$ cat src/hw/iffb_pkg.sv
// Constants shared by the event, queue and burst logic of the serial controller
package iffb_pkg;
    // ==========================================
    // Register byte offsets
    localparam logic [11:0] OFS_MCS   = 12'h004;
    localparam logic [11:0] OFS_MIMR  = 12'h010;
    localparam logic [11:0] OFS_MRIS  = 12'h014;
    localparam logic [11:0] OFS_MMIS  = 12'h018;
    localparam logic [11:0] OFS_MICR  = 12'h01c;
    localparam logic [11:0] OFS_MCR   = 12'h020;
    localparam logic [11:0] OFS_BLEN  = 12'h030;
    localparam logic [11:0] OFS_BCNT  = 12'h034;
    localparam logic [11:0] OFS_SCSR  = 12'h804;
    localparam logic [11:0] OFS_SIMR  = 12'h80c;
    localparam logic [11:0] OFS_SRIS  = 12'h810;
    localparam logic [11:0] OFS_SMIS  = 12'h814;
    localparam logic [11:0] OFS_SICR  = 12'h818;
    localparam logic [11:0] OFS_QDATA = 12'hf00;
    localparam logic [11:0] OFS_QCTL  = 12'hf04;
    localparam logic [11:0] OFS_QSTAT = 12'hf08;
    // ==========================================
    // Event bit positions, same layout in both engines
    localparam int EV_W       = 12;
    localparam int EV_DONE    = 0;
    localparam int EV_TMO     = 1;
    localparam int EV_DMARX   = 2;
    localparam int EV_DMATX   = 3;
    localparam int EV_NACK    = 4;
    localparam int EV_START   = 5;
    localparam int EV_STOP    = 6;
    localparam int EV_ARB     = 7;
    localparam int EV_TXTHR   = 8;
    localparam int EV_RXTHR   = 9;
    localparam int EV_TXEMPTY = 10;
    localparam int EV_RXFULL  = 11;
    // ==========================================
    // Control fields
    localparam int MCS_RUN    = 0;
    localparam int MCS_STOP   = 2;
    localparam int MCS_BURST  = 6;
    localparam int MCS_RX     = 7;
    localparam int MCR_LOOPBACK_SELECT   = 0;
    localparam int MCR_DMA    = 1;
    localparam int SCSR_TXUSE = 2;
    localparam int SCSR_RXUSE = 3;
    localparam int QC_TXTHR   = 0;
    localparam int QC_TXOWN   = 15;
    localparam int QC_RXTHR   = 16;
    localparam int QC_RXOWN   = 31;
    localparam int QS_RX      = 16;
    // ==========================================
    // Sizes and reset values
    localparam int QUEUE_DEPTH = 8;
    localparam int LVL_W       = 4;
    localparam int BLEN_WIDTH  = 8;
    localparam logic [LVL_W-1:0] SHORT_BURST = 4'h4;
    localparam logic [EV_W-1:0]  MASK_RST    = 12'h000;
    localparam logic [3:0]       VIEW_RST    = 4'h5;
endpackage

$ cat src/hw/iffb_top.sv
// Event, loopback, byte queue and burst logic of a two-engine serial bus controller
`timescale 1ns/1ps
`default_nettype none

module iffb_top
    import iffb_pkg::*;
#(
    parameter int Q_DEPTH = QUEUE_DEPTH,
    parameter int BLEN_W  = BLEN_WIDTH
)
(
    input  wire logic        sys_clk,
    input  wire logic        rstn,
    input  wire logic        hsel,
    input  wire logic [31:0] haddr,
    input  wire logic [1:0]  htrans,
    input  wire logic        hwrite,
    input  wire logic [2:0]  hsize,
    input  wire logic        hready,
    input  wire logic [31:0] hwdata,
    output logic [31:0]      hrdata,
    output logic             hreadyout,
    output logic             hresp,
    input  wire logic        scl_i,
    input  wire logic        sda_i,
    output logic             scl_o,
    output logic             scl_oe,
    output logic             sda_o,
    output logic             sda_oe,
    input  wire logic        mst_scl_oe,
    input  wire logic        mst_sda_oe,
    input  wire logic        slv_scl_oe,
    input  wire logic        slv_sda_oe,
    output logic             line_scl,
    output logic             line_sda,
    input  wire logic        mst_done,
    input  wire logic        mst_next_req,
    input  wire logic        mst_arb_lost,
    input  wire logic        mst_nack_addr,
    input  wire logic        mst_nack_data,
    input  wire logic        mst_timeout,
    input  wire logic        mst_byte_tx,
    input  wire logic        mst_byte_rx,
    input  wire logic [7:0]  mst_rx_data,
    input  wire logic        slv_data_req,
    input  wire logic        slv_next_req,
    input  wire logic        slv_byte_tx,
    input  wire logic        slv_byte_rx,
    input  wire logic [7:0]  slv_rx_data,
    output logic [7:0]       tx_head,
    output logic             mst_tx_avail,
    output logic             slv_tx_avail,
    output logic             mst_rx_room,
    output logic             slv_rx_room,
    output logic             mst_stop_req,
    output logic             mst_event,
    output logic             slv_event,
    input  wire logic        mst_dma_tx_done,
    input  wire logic        mst_dma_rx_done,
    input  wire logic        slv_dma_tx_done,
    input  wire logic        slv_dma_rx_done,
    output logic             mst_tx_sreq,
    output logic             mst_tx_req,
    output logic             mst_rx_sreq,
    output logic             mst_rx_req,
    output logic             slv_tx_sreq,
    output logic             slv_tx_req,
    output logic             slv_rx_sreq,
    output logic             slv_rx_req
);
    localparam int PTR_W = $clog2(Q_DEPTH);
    localparam logic [LVL_W-1:0] FULL_LVL = LVL_W'(Q_DEPTH);
    localparam logic [PTR_W-1:0] LAST_PTR = PTR_W'(Q_DEPTH - 1);

    // ==========================================
    // Bus slave
    logic             wr_pend_r;
    logic [11:0]      waddr_r;
    logic             rd_acc;
    logic             wr_act;
    logic [31:0]      rd_val;
    logic [31:0]      hrdata_r;

    assign rd_acc    = hsel && hready && htrans[1] && !hwrite;
    assign wr_act    = wr_pend_r;
    assign hreadyout = 1'b1;
    assign hresp     = 1'b0;
    assign hrdata    = hrdata_r;

    always_ff @(posedge sys_clk or negedge rstn)
    begin
        if (!rstn)
            {wr_pend_r, waddr_r, hrdata_r} <= '0;
        else
        begin
            wr_pend_r <= hsel && hready && htrans[1] && hwrite;
            waddr_r   <= haddr[11:0];
            if (rd_acc)
                hrdata_r <= rd_val;
        end
    end

    // ==========================================
    // Control registers
    logic [EV_W-1:0]  m_mask_r;
    logic [EV_W-1:0]  s_mask_r;
    logic [1:0]       mcr_r;
    logic [3:0]       scsr_r;
    logic [31:0]      qctl_r;
    logic             mcs_stop_r;
    logic             mcs_rx_r;
    logic [BLEN_W-1:0] blen_r;

    always_ff @(posedge sys_clk or negedge rstn)
    begin
        if (!rstn)
        begin
            {m_mask_r, s_mask_r}           <= {MASK_RST, MASK_RST};
            {mcr_r, scsr_r, qctl_r}        <= '0;
            {mcs_stop_r, mcs_rx_r, blen_r} <= '0;
        end
        else if (wr_act)
            case (waddr_r)
                OFS_MIMR: m_mask_r <= hwdata[EV_W-1:0];
                OFS_SIMR: s_mask_r <= hwdata[EV_W-1:0];
                OFS_MCR:  mcr_r    <= hwdata[1:0];
                OFS_SCSR: scsr_r   <= hwdata[3:0];
                OFS_QCTL: qctl_r   <= hwdata;
                OFS_BLEN: blen_r   <= hwdata[BLEN_W-1:0];
                OFS_MCS:  {mcs_stop_r, mcs_rx_r} <= {hwdata[MCS_STOP], hwdata[MCS_RX]};
                default: ;
            endcase
    end

    logic [LVL_W-1:0] tx_thr;
    logic [LVL_W-1:0] rx_thr;
    logic             tx_slave;
    logic             rx_slave;
    assign tx_thr   = qctl_r[QC_TXTHR +: LVL_W];
    assign rx_thr   = qctl_r[QC_RXTHR +: LVL_W];
    assign tx_slave = qctl_r[QC_TXOWN];
    assign rx_slave = qctl_r[QC_RXOWN];

    // ==========================================
    // Transmit and receive queues
    logic [7:0]       tx_mem [Q_DEPTH];
    logic [7:0]       rx_mem [Q_DEPTH];
    logic [PTR_W-1:0] tx_wp_r, tx_rp_r, rx_wp_r, rx_rp_r;
    logic [LVL_W-1:0] tx_lvl_r, rx_lvl_r;
    logic             tx_push, tx_pop, rx_push, rx_pop;
    logic [7:0]       rx_in;

    // Transmit pops and receive pushes follow the owner only; the other engine is ignored.
    assign tx_push = wr_act && waddr_r == OFS_QDATA && tx_lvl_r != FULL_LVL;
    assign tx_pop  = (tx_slave ? slv_byte_tx : mst_byte_tx) && tx_lvl_r != '0;
    assign rx_push = (rx_slave ? slv_byte_rx : mst_byte_rx) && rx_lvl_r != FULL_LVL;
    assign rx_in   = rx_slave ? slv_rx_data : mst_rx_data;
    assign rx_pop  = rd_acc && haddr[11:0] == OFS_QDATA && rx_lvl_r != '0;
    assign tx_head = tx_mem[tx_rp_r];

    always_ff @(posedge sys_clk)
    begin
        if (tx_push)
            tx_mem[tx_wp_r] <= hwdata[7:0];
        if (rx_push)
            rx_mem[rx_wp_r] <= rx_in;
    end

    always_ff @(posedge sys_clk or negedge rstn)
    begin
        if (!rstn)
            {tx_wp_r, tx_rp_r, tx_lvl_r, rx_wp_r, rx_rp_r, rx_lvl_r} <= '0;
        else
        begin
            if (tx_push)
                tx_wp_r <= (tx_wp_r == LAST_PTR) ? '0 : tx_wp_r + 1'b1;
            if (tx_pop)
                tx_rp_r <= (tx_rp_r == LAST_PTR) ? '0 : tx_rp_r + 1'b1;
            if (tx_push && !tx_pop)
                tx_lvl_r <= tx_lvl_r + 1'b1;
            else if (tx_pop && !tx_push)
                tx_lvl_r <= tx_lvl_r - 1'b1;
            if (rx_push)
                rx_wp_r <= (rx_wp_r == LAST_PTR) ? '0 : rx_wp_r + 1'b1;
            if (rx_pop)
                rx_rp_r <= (rx_rp_r == LAST_PTR) ? '0 : rx_rp_r + 1'b1;
            if (rx_push && !rx_pop)
                rx_lvl_r <= rx_lvl_r + 1'b1;
            else if (rx_pop && !rx_push)
                rx_lvl_r <= rx_lvl_r - 1'b1;
        end
    end

    // Per-engine view; a non-owner sees an empty queue.
    logic [LVL_W-1:0] m_tx_lvl, s_tx_lvl, m_rx_lvl, s_rx_lvl;
    assign m_tx_lvl     = tx_slave ? '0 : tx_lvl_r;
    assign s_tx_lvl     = tx_slave ? tx_lvl_r : '0;
    assign m_rx_lvl     = rx_slave ? '0 : rx_lvl_r;
    assign s_rx_lvl     = rx_slave ? rx_lvl_r : '0;
    assign mst_tx_avail = m_tx_lvl != '0;
    assign slv_tx_avail = s_tx_lvl != '0;
    assign mst_rx_room  = m_rx_lvl != FULL_LVL;
    assign slv_rx_room  = s_rx_lvl != FULL_LVL;

    // View bits: rx full, tx empty, rx threshold, tx threshold
    logic [3:0] m_view, s_view, m_view_r, s_view_r;
    assign m_view = {m_rx_lvl == FULL_LVL, m_tx_lvl == '0, m_rx_lvl > rx_thr, m_tx_lvl <= tx_thr};
    assign s_view = {s_rx_lvl == FULL_LVL, s_tx_lvl == '0, s_rx_lvl > rx_thr, s_tx_lvl <= tx_thr};

    always_ff @(posedge sys_clk or negedge rstn)
    begin
        if (!rstn)
            {m_view_r, s_view_r} <= {VIEW_RST, VIEW_RST};
        else
            {m_view_r, s_view_r} <= {m_view, s_view};
    end

    // ==========================================
    // Bus lines, pin synchroniser and loopback
    logic [2:0] scl_sy_r, sda_sy_r;
    logic       scl_st_r, sda_st_r, scl_prev_r, sda_prev_r;
    logic       loopback_select, start_det, stop_det;
    assign loopback_select = mcr_r[MCR_LOOPBACK_SELECT];
    assign scl_o = 1'b0;
    assign sda_o = 1'b0;

    always_ff @(posedge sys_clk or negedge rstn)
    begin
        if (!rstn)
        begin
            {scl_sy_r, sda_sy_r}                         <= 6'h3f;
            {scl_st_r, sda_st_r, scl_prev_r, sda_prev_r} <= 4'hf;
            {scl_oe, sda_oe}                             <= 2'h0;
        end
        else
        begin
            scl_sy_r <= {scl_sy_r[1:0], scl_i};
            sda_sy_r <= {sda_sy_r[1:0], sda_i};
            if (scl_sy_r[1] == scl_sy_r[2])
                scl_st_r <= scl_sy_r[2];
            if (sda_sy_r[1] == sda_sy_r[2])
                sda_st_r <= sda_sy_r[2];
            scl_prev_r <= line_scl;
            sda_prev_r <= line_sda;
            // Pins released while the engines talk to each other.
            scl_oe <= !loopback_select && (mst_scl_oe || slv_scl_oe);
            sda_oe <= !loopback_select && (mst_sda_oe || slv_sda_oe);
        end
    end

    assign line_scl  = loopback_select ? !(mst_scl_oe || slv_scl_oe) : scl_st_r;
    assign line_sda  = loopback_select ? !(mst_sda_oe || slv_sda_oe) : sda_st_r;
    assign start_det = line_scl && scl_prev_r && sda_prev_r && !line_sda;
    assign stop_det  = line_scl && scl_prev_r && !sda_prev_r && line_sda;

    // ==========================================
    // Burst control
    logic              burst_go, burst_act_r, byte_done;
    logic [BLEN_W-1:0] bcnt_r, fed_r;
    assign burst_go  = wr_act && waddr_r == OFS_MCS && hwdata[MCS_BURST] && hwdata[MCS_RUN];
    assign byte_done = mst_byte_tx || mst_byte_rx;

    always_ff @(posedge sys_clk or negedge rstn)
    begin
        if (!rstn)
            {burst_act_r, bcnt_r, fed_r, mst_stop_req} <= '0;
        else
        begin
            mst_stop_req <= burst_act_r && (mst_nack_addr || (mst_nack_data && mcs_stop_r));
            if (burst_go)
            begin
                burst_act_r <= 1'b1;
                bcnt_r      <= blen_r;
                fed_r       <= blen_r;
            end
            else
            begin
                // A nack ends the burst; a byte done in the same cycle still counts down.
                if (burst_act_r && (mst_nack_addr || mst_nack_data))
                    burst_act_r <= 1'b0;
                else if (burst_act_r && byte_done && bcnt_r <= 1)
                    burst_act_r <= 1'b0;
                if (burst_act_r && byte_done && bcnt_r != '0)
                    bcnt_r <= bcnt_r - 1'b1;
                if (burst_act_r && !mcs_rx_r && tx_push && fed_r != '0)
                    fed_r <= fed_r - 1'b1;
            end
        end
    end

    // ==========================================
    // DMA requests
    logic m_tx_dma, s_tx_dma, s_rx_dma;
    assign m_tx_dma = burst_act_r && mcr_r[MCR_DMA] && !mcs_rx_r && !tx_slave && fed_r != '0;
    assign s_tx_dma = tx_slave && scsr_r[SCSR_TXUSE];
    assign s_rx_dma = rx_slave && scsr_r[SCSR_RXUSE];

    assign mst_tx_sreq = m_tx_dma && tx_lvl_r != FULL_LVL;
    assign mst_tx_req  = m_tx_dma && fed_r < BLEN_W'(SHORT_BURST)
                         && tx_lvl_r < tx_thr;
    assign mst_rx_sreq = mcr_r[MCR_DMA] && mcs_rx_r && m_rx_lvl != '0;
    assign mst_rx_req  = mcr_r[MCR_DMA] && mcs_rx_r && m_rx_lvl > rx_thr;
    assign slv_tx_sreq = s_tx_dma && slv_next_req;
    assign slv_tx_req  = s_tx_dma && s_tx_lvl < tx_thr;
    assign slv_rx_sreq = s_rx_dma && s_rx_lvl != '0;
    assign slv_rx_req  = s_rx_dma && s_rx_lvl > rx_thr;

    // ==========================================
    // Event registers
    logic [EV_W-1:0] m_set, s_set, m_clr, s_clr, m_raw_r, s_raw_r;

    always_comb
    begin
        m_set             = '0;
        m_set[EV_DONE]    = mst_done || mst_next_req;
        m_set[EV_TMO]     = mst_timeout;
        m_set[EV_DMATX:EV_DMARX] = {mst_dma_tx_done, mst_dma_rx_done};
        m_set[EV_NACK]    = mst_nack_addr || mst_nack_data;
        m_set[EV_START]   = start_det;
        m_set[EV_STOP]    = stop_det;
        m_set[EV_ARB]     = mst_arb_lost;
        // Edge-set, so clearing while empty does not refire.
        m_set[EV_RXFULL:EV_TXTHR] = m_view & ~m_view_r;
        s_set             = '0;
        s_set[EV_DONE]    = slv_byte_rx || slv_data_req || slv_next_req;
        s_set[EV_DMATX:EV_DMARX] = {slv_dma_tx_done, slv_dma_rx_done};
        s_set[EV_START]   = start_det;
        s_set[EV_STOP]    = stop_det;
        s_set[EV_RXFULL:EV_TXTHR] = s_view & ~s_view_r;
    end

    assign m_clr = (wr_act && waddr_r == OFS_MICR) ? hwdata[EV_W-1:0] : '0;
    assign s_clr = (wr_act && waddr_r == OFS_SICR) ? hwdata[EV_W-1:0] : '0;

    always_ff @(posedge sys_clk or negedge rstn)
    begin
        if (!rstn)
            {m_raw_r, s_raw_r} <= '0;
        else
        begin
            // Set wins over a clear in the same cycle
            m_raw_r <= (m_raw_r & ~m_clr) | m_set;
            s_raw_r <= (s_raw_r & ~s_clr) | s_set;
        end
    end

    assign mst_event = |(m_raw_r & m_mask_r);
    assign slv_event = |(s_raw_r & s_mask_r);

    // ==========================================
    // Read mux
    always_comb
    begin
        rd_val = 32'h0000_0000;
        case (haddr[11:0])
            OFS_MCS:
            begin
                rd_val[MCS_RUN]  = burst_act_r;
                rd_val[MCS_STOP] = mcs_stop_r;
                rd_val[MCS_RX]   = mcs_rx_r;
            end
            OFS_MIMR:  rd_val[EV_W-1:0] = m_mask_r;
            OFS_MRIS:  rd_val[EV_W-1:0] = m_raw_r;
            OFS_MMIS:  rd_val[EV_W-1:0] = m_raw_r & m_mask_r;
            OFS_MCR:   rd_val[1:0] = mcr_r;
            OFS_BLEN:  rd_val[BLEN_W-1:0] = blen_r;
            OFS_BCNT:  rd_val[BLEN_W-1:0] = bcnt_r;
            OFS_SCSR:  rd_val[3:0] = scsr_r;
            OFS_SIMR:  rd_val[EV_W-1:0] = s_mask_r;
            OFS_SRIS:  rd_val[EV_W-1:0] = s_raw_r;
            OFS_SMIS:  rd_val[EV_W-1:0] = s_raw_r & s_mask_r;
            OFS_QDATA: rd_val[7:0] = (rx_lvl_r != '0) ? rx_mem[rx_rp_r] : 8'h00;
            OFS_QCTL:  rd_val = qctl_r;
            OFS_QSTAT: {rd_val[QS_RX +: LVL_W], rd_val[LVL_W-1:0]} = {rx_lvl_r, tx_lvl_r};
            default:   rd_val = 32'h0000_0000;
        endcase
    end
endmodule

`default_nettype wire

$ cat config.mk
export PLATFORM = sky130hd
export DESIGN_NAME = iffb_top
export DESIGN_NICKNAME = d
export VERILOG_FILES = /design/src/hw/iffb_pkg.sv /design/src/hw/iffb_top.sv
export SDC_FILE = /design/constraint.sdc
export NUM_CORES = 1
export LEC_CHECK = 0
export BUFFER_PORTS_ARGS = -buffer_cell sky130_fd_sc_hd__buf_4
export CAP_MARGIN = 20
export CORE_ASPECT_RATIO = 1.5
export CORE_MARGIN = 4
export CORE_UTILIZATION = 53
export CTS_CLUSTER_DIAMETER = 80
export DETAILED_ROUTE_END_ITERATION = 6
export PLACE_DENSITY = 0.82
export SLEW_MARGIN = 20
export SYNTH_ARGS = -nofsm -noshare
export SYNTH_HDL_FRONTEND = slang
export SYNTH_SLANG_ARGS = --single-unit
$ cat constraint.sdc
create_clock -name sys_clk -period 3.1 [get_ports sys_clk]
set_clock_uncertainty 0.15 [all_clocks]
set_input_delay 0.31 -clock sys_clk [delete_from_list [all_inputs] [get_ports sys_clk]]
set_output_delay 0.31 -clock sys_clk [all_outputs]
set_load 0.1 [all_outputs]
# Word-level counts from Yosys, hierarchy flattened
# Memories as Yosys holds them, arrays and structs flattened.
# Index checks and enable logic that the tools add are counted.
[word_totals]
reg_bits = 199
latchBits = 0
mem_bits_rw = 128
mem_bits_ro = 0
inputBits = 112
output_inout_bits = 63
word_cells = 237
mem_count = 2
[classes]
add_sub_neg = 10
multipliers = 0
div_mod_pow = 0
magnitude_cmp = 8
n_eq_ne = 36
n_shift = 0
muxes = 41
bitwise_logic = 12
n_reduce_logical = 95
[memory_table]
columns = ["name", "words", "width", "read_ports", "rd_ports_with_merged_regs", "write_ports", "line", "source"]
rows = [
  ["rx_mem", 8, 8, 1, 0, 1, "iffb_top.sv:147", "logic [7:0] rx_mem [Q_DEPTH];"],
  ["tx_mem", 8, 8, 1, 0, 1, "iffb_top.sv:146", "logic [7:0] tx_mem [Q_DEPTH];"],
]
[ops]
columns = ["cell", "n"]
rows = [
  ["$eq A12 B12 Y1 const B", 12],
  ["$eq A12 B5 Y1 const B", 5],
  ["$eq A12 B6 Y1 const B", 5],
  ["$logic_and A1 B1 Y1", 51],
  ["$and A12 B12 Y12", 4],
  ["$mux W8", 6],
  ["$mux W12", 3],
  ["$mux W4", 9],
  ["$pmux W3 S10", 1],
  ["$pmux W4 S7", 1],
  ["$pmux W1 S13", 2],
  ["$eq A12 B3 Y1 const B", 2],
  ["$not A12 Y12", 2],
  ["$or A12 B12 Y12", 2],
  ["$reduce_bool A4 Y1", 6],
  ["$reduce_or A12 Y1", 2],
  ["$ne A4 B4 Y1 const B", 4],
  ["$reduce_bool A8 Y1", 2],
  ["$sub A8 B1 Y8 const B", 2],
  ["$pmux W1 S14", 1],
  ["$reduce_and A2 Y1", 7],
  ["$add A3 B1 Y3 const B", 4],
  ["$eq A3 B3 Y1 const B", 4],
  ["$logic_not A1 Y1", 12],
  ["20 further kinds", 53],
]

# Depth between registers and ports, before layout
[depth]
ltp_word = 8
mapped_depth = 13

# Worst setup path before layout
# Ideal clock, no wire load.
[synth_timing]
kind = "register to output"
start = "reg fed_r[4]"
end = "out mst_tx_req"
arrival_time_ns = 3.646
t_required_ns = 2.640
path_slack_ns = -1.006
stages_incl_launch_ff = 4
n_path_buf = 0
cell_sequence = "dfrtp_1 -> or4_1 -> or4_1 -> a211oi_1"
[synth_via]
elab_chain_len = 4
word_cells_on_any_way = 5
[synth_lines]
columns = ["element", "line", "source"]
rows = [
  ["start: declaration", "iffb_top.sv:259", "logic [BLEN_W-1:0] bcnt_r, fed_r;"],
  ["start signal: assignment", "iffb_top.sv:274", "fed_r <= blen_r;"],
  ["start signal: assignment", "iffb_top.sv:286", "fed_r <= fed_r - 1'b1;"],
  ["branches (longest 2 deep; another with $lt A8 B3 Y1)", "--", ""],
  ["$logic_and A1 B1 Y1 *", "iffb_top.sv:299", "assign mst_tx_req = m_tx_dma && fed_r < BLEN_W'(SHORT_BURST)"],
  ["$logic_and A1 B1 Y1 *", "iffb_top.sv:300", "&& tx_lvl_r < tx_thr;"],
  ["end: declaration", "iffb_top.sv:63", "output logic mst_tx_req,"],
]
# Mark *: on every way between the ends.

# Worst setup path in the final report
[layout_timing]
start = "reg waddr_r[1]"
end = "reg tx_lvl_r[3]"
[layout_via]
elab_chain_len = 6
word_cells_on_any_way = 8
[layout_lines]
columns = ["element", "line", "source"]
rows = [
  ["start: declaration", "iffb_top.sv:78", "logic [11:0] waddr_r;"],
  ["start signal: assignment", "iffb_top.sv:97", "waddr_r <= haddr[11:0];"],
  ["$eq A12 B12 Y1 *", "iffb_top.sv:154", "assign tx_push = wr_act && waddr_r == OFS_QDATA && tx_lvl_r != FULL_LVL;"],
  ["$logic_and A1 B1 Y1 * (2 in a row)", "iffb_top.sv:154", ""],
  ["net tx_push", "iffb_top.sv:150", "logic tx_push, tx_pop, rx_push, rx_pop;"],
  ["$logic_not A1 Y1", "iffb_top.sv:181", "else if (tx_pop && !tx_push)"],
  ["$logic_and A1 B1 Y1", "iffb_top.sv:181", ""],
  ["$reduce_bool A2 Y1 (no source line)", "--", ""],
  ["end signal: assignment", "iffb_top.sv:180", "tx_lvl_r <= tx_lvl_r + 1'b1;"],
  ["end signal: assignment", "iffb_top.sv:182", "tx_lvl_r <= tx_lvl_r - 1'b1;"],
  ["end: declaration", "iffb_top.sv:149", "logic [LVL_W-1:0] tx_lvl_r, rx_lvl_r;"],
]
# Mark *: on every way through the listed nets, which the timed path passes. The rest lies on a longest branch.
# A chain may end at the register's enable or synchronous reset.

==> results.txt <==
Longest Clk Path Bufs -> 3
Cell family with most CP delay -> simple AND/OR/NAND/NOR gates
Vias in the first global route -> 11,882
Commonest cells in the netlist -> 185 x dfrtp_1, 129 x nand2_1, 128 x edfxtp_1
Initial antenna violation count -> 0
Power Density -> 629.3 mW/mm2
Routed Antenna Nets -> 0
Cell count after synthesis -> 1,174
Largest net degree at the start of global routing -> 75
Crit path time final -> 3019 ps
NumNets Final -> 1,594
Yosys top cell by area -> dfrtp_1
Routed WL -> 43,520 um
Antenna diodes -> 0
Starting DRC count in detailed routing -> 884
Count leader, synth -> dfrtp_1
PortBufs -> 146
Via count -> 11,223
# setup viols final -> 0
Worst Setup SP -> waddr_r[1]
Synth Cell Area -> 0.01526 mm2
Hold Path Origin -> slv_rx_data[6]
Asr flop ratio synth -> 60.86%
Kind of capture point of the worst setup path -> flop
YS warnings -> 0
Slowest cell on crit path -> or4_4
Reg2reg start -> waddr_r[1]
DR WL/cell -> 24.00 um
# DRC -> 0
CTS tree -> done
Final std cells w/o fill -> 1,813
Top cell type's share of synthesized area -> 30.35%
Total core area -> 0.02815 mm2
H-tree depth -> 1
Synth Register Bits -> 327
TritonCTS Buffers -> 30
Number of flops mapped to enable cells by yosys -> 128
Hold Violations, Final -> 0
Crit start category -> flop
Lkg Pwr -> 7.815 nW
Mean post-synth cell area -> 12.99 um2
Initial Util -> 54.19%
Die area -> 0.03162 mm2
Seq/Total Area, Yosys -> 57.95%
CP cell instances -> or4_4, nor3_4, nand2_2, inv_2, ha_1, inv_1, ha_1, a21o_1, a21oi_1, xnor2_1, nor2_1, xor2_1
Power, Total -> 11.87 mW
First-pass GRT wire length -> 66,990 um
TNS Setup -> 0 ps
Synth top area cells -> dfrtp_1 30%, edfxtp_1 25%, mux2_2 6.6%, mux4_2 4.7%, nand2_1 3.2%
Gr ovfl total -> 0
Area occupied by multi-input gates -> 0.006097 mm2
Final Cycle Share -> 97.38%
Seq. cell area -> 0.008843 mm2
Max-Cap Viols -> 0
Root Driver -> clkbuf_16
Layout Area Growth over Synthesis -> 23.66%
Worst hold slack -> 16.82 ps
Worst relative slew slack -> 48.04%
Worst Path Buf+Inv -> 2
Measured slew at the worst slew-check pin -> 779.4 ps
Filler cells -> 2,006
Clock Latency Late Sink -> 570 ps
Die width -> 146.5 um
Placer Congestion -> 1.048
Clock tree sinks -> 327
Fin. max-slew vios -> 0
Min-delay worst type -> in2reg
Worst-path clk slew -> 70 ps
Placed cells -> 1,684
HPWL after DPL -> 30,020 um
Number of setup buffers added after CTS -> 0
Main synth FF type -> dfrtp_1
Data arrival, critical path -> 3320 ps
Dpl ws -> 10.38 ps
Worst setup margin -> 81.11 ps
Yosys cell types -> 86
Status -> completed
Worst-path fanout max -> 6
Critical path class -> reg2reg
I/O Pins -> 175
Worst Path Required -> 3400 ps
Crit path top cell by count -> ha_1
Max incr delay on CP -> 610 ps
Drt pass-1 iters -> 5
Vias per cell -> 6.190
Max Fclk -> 331.2 MHz
Peak VDD IR -> 0.7069 mV
Gr usage total -> 27.28%
Layout cell share with drive strength beyond 1 -> 30.61%
Die height -> 215.8 um
Row Count -> 75
[power by group]
| part | switching [mW] | internal, mW |
|---|---|---|
| clock | 1.67 | 1.91 |
| combinational | 1.96 | 1.17 |
| sequential | 0.281 | 4.88 |
| total | 3.91 | 7.96 |
[state kept, by name, indices dropped and copies added, names as in the netlist, 4 cells and up]
signal / cells
rx_mem: 64
tx_mem: 64
hrdata: 32
qctl_r: 32
m_mask_r: 12
m_raw_r: 12
s_mask_r: 12
s_raw_r: 12
waddr_r: 12
bcnt_r: 8
blen_r: 8
fed_r: 8
m_view_r: 4
rx_lvl_r: 4
s_view_r: 4
scsr_r: 4
tx_lvl_r: 4
[what timing repair did]
item,4_1_cts,5_1_grt
gates resized for setup,6,9
gates cloned,0,0
endpoints found under the hold margin,213,0
pin swaps,0,0
setup endpoints to repair,4,5
hold buffers,73,0
[metal layers]
layer | GRT usage, % | wire length, um
met3 | 3.798 | 2676
met4 | 14.28 | 2557
met1 | 31.27 | 15290
met2 | 49.36 | 23000
met5 | 0 | 0
[path summary, 6_finish.rpt]
kind / to / slack (ps) / depth (start not counted)
hold reg to reg: sda_sy_r[1] / 210 / 0
max in group asynchronous: scl_st_r / 1830 / 3
min in group asynchronous: hrdata[16] / 110 / 2
hold / removal: rx_mem[4][6] / 20 / 2
setup / recovery: tx_lvl_r[3] / 80 / 12
setup reg to reg: tx_lvl_r[3] / 80 / 12
[logic make-up (layout without fill, tap and decap cells)]
group           count (synthesis)  count (layout)  synth area share, %
simple gates                  361             361                12.68
flops                         327             327                57.95
compound gates                175             175                8.111
mux                           157             157                14.05
buf+inv                        93             384                2.698
fa+ha+maj                      41              41                3.428
xor+xnor                       18              18                1.033
other cells                     2               4              0.04923
[stage by stage]
stage / utilization [%] / instance area, um2
2_1_floorplan: - / 15290
6_report: 67.01 / 18870
5_1_grt: 67.01 / 18870
3_5_place_dp: 60.86 / 17130
3_3_place_gp: 60.86 / 17130
4_1_cts: 66.89 / 18830
[worst register-to-register path, stage by stage (launching register included)]
cell and delay (ps):
dfrtp_1 360, or4_4 610, nor3_4 220, nand2_2 150, inv_2 120, ha_1 200
inv_1 100, ha_1 280, a21o_1 180, a21oi_1 180, xnor2_1 160, nor2_1 80
xor2_1 140
[layout by cell type (no fill, tap or decap), types with 31 or more instances in the layout]
| cell type | instances |
|---|---|
| buf_4 | 213 |
| clkbuf_16 | 31 |
| dfrtp_1 | 183 |
| dlygate4sd3_1 | 73 |
| edfxtp_1 | 128 |
| ha_1 | 37 |
| inv_1 | 36 |
| mux2_2 | 89 |
| mux4_2 | 32 |
| nand2_1 | 127 |
| nand3_1 | 33 |
| nor2_1 | 44 |
| o21ai_0 | 32 |
[cell type report]
class                   count  area share, %
multi-input cells         756          32.32
clock inverters            16         0.6234
clock buffers              40          4.397
well taps                 346          2.295
repair buffers            291          12.75
flip-flops and latches    327          46.88
inverters                  37         0.7362
No activity file was read; power rests on OpenSTA's default activity.
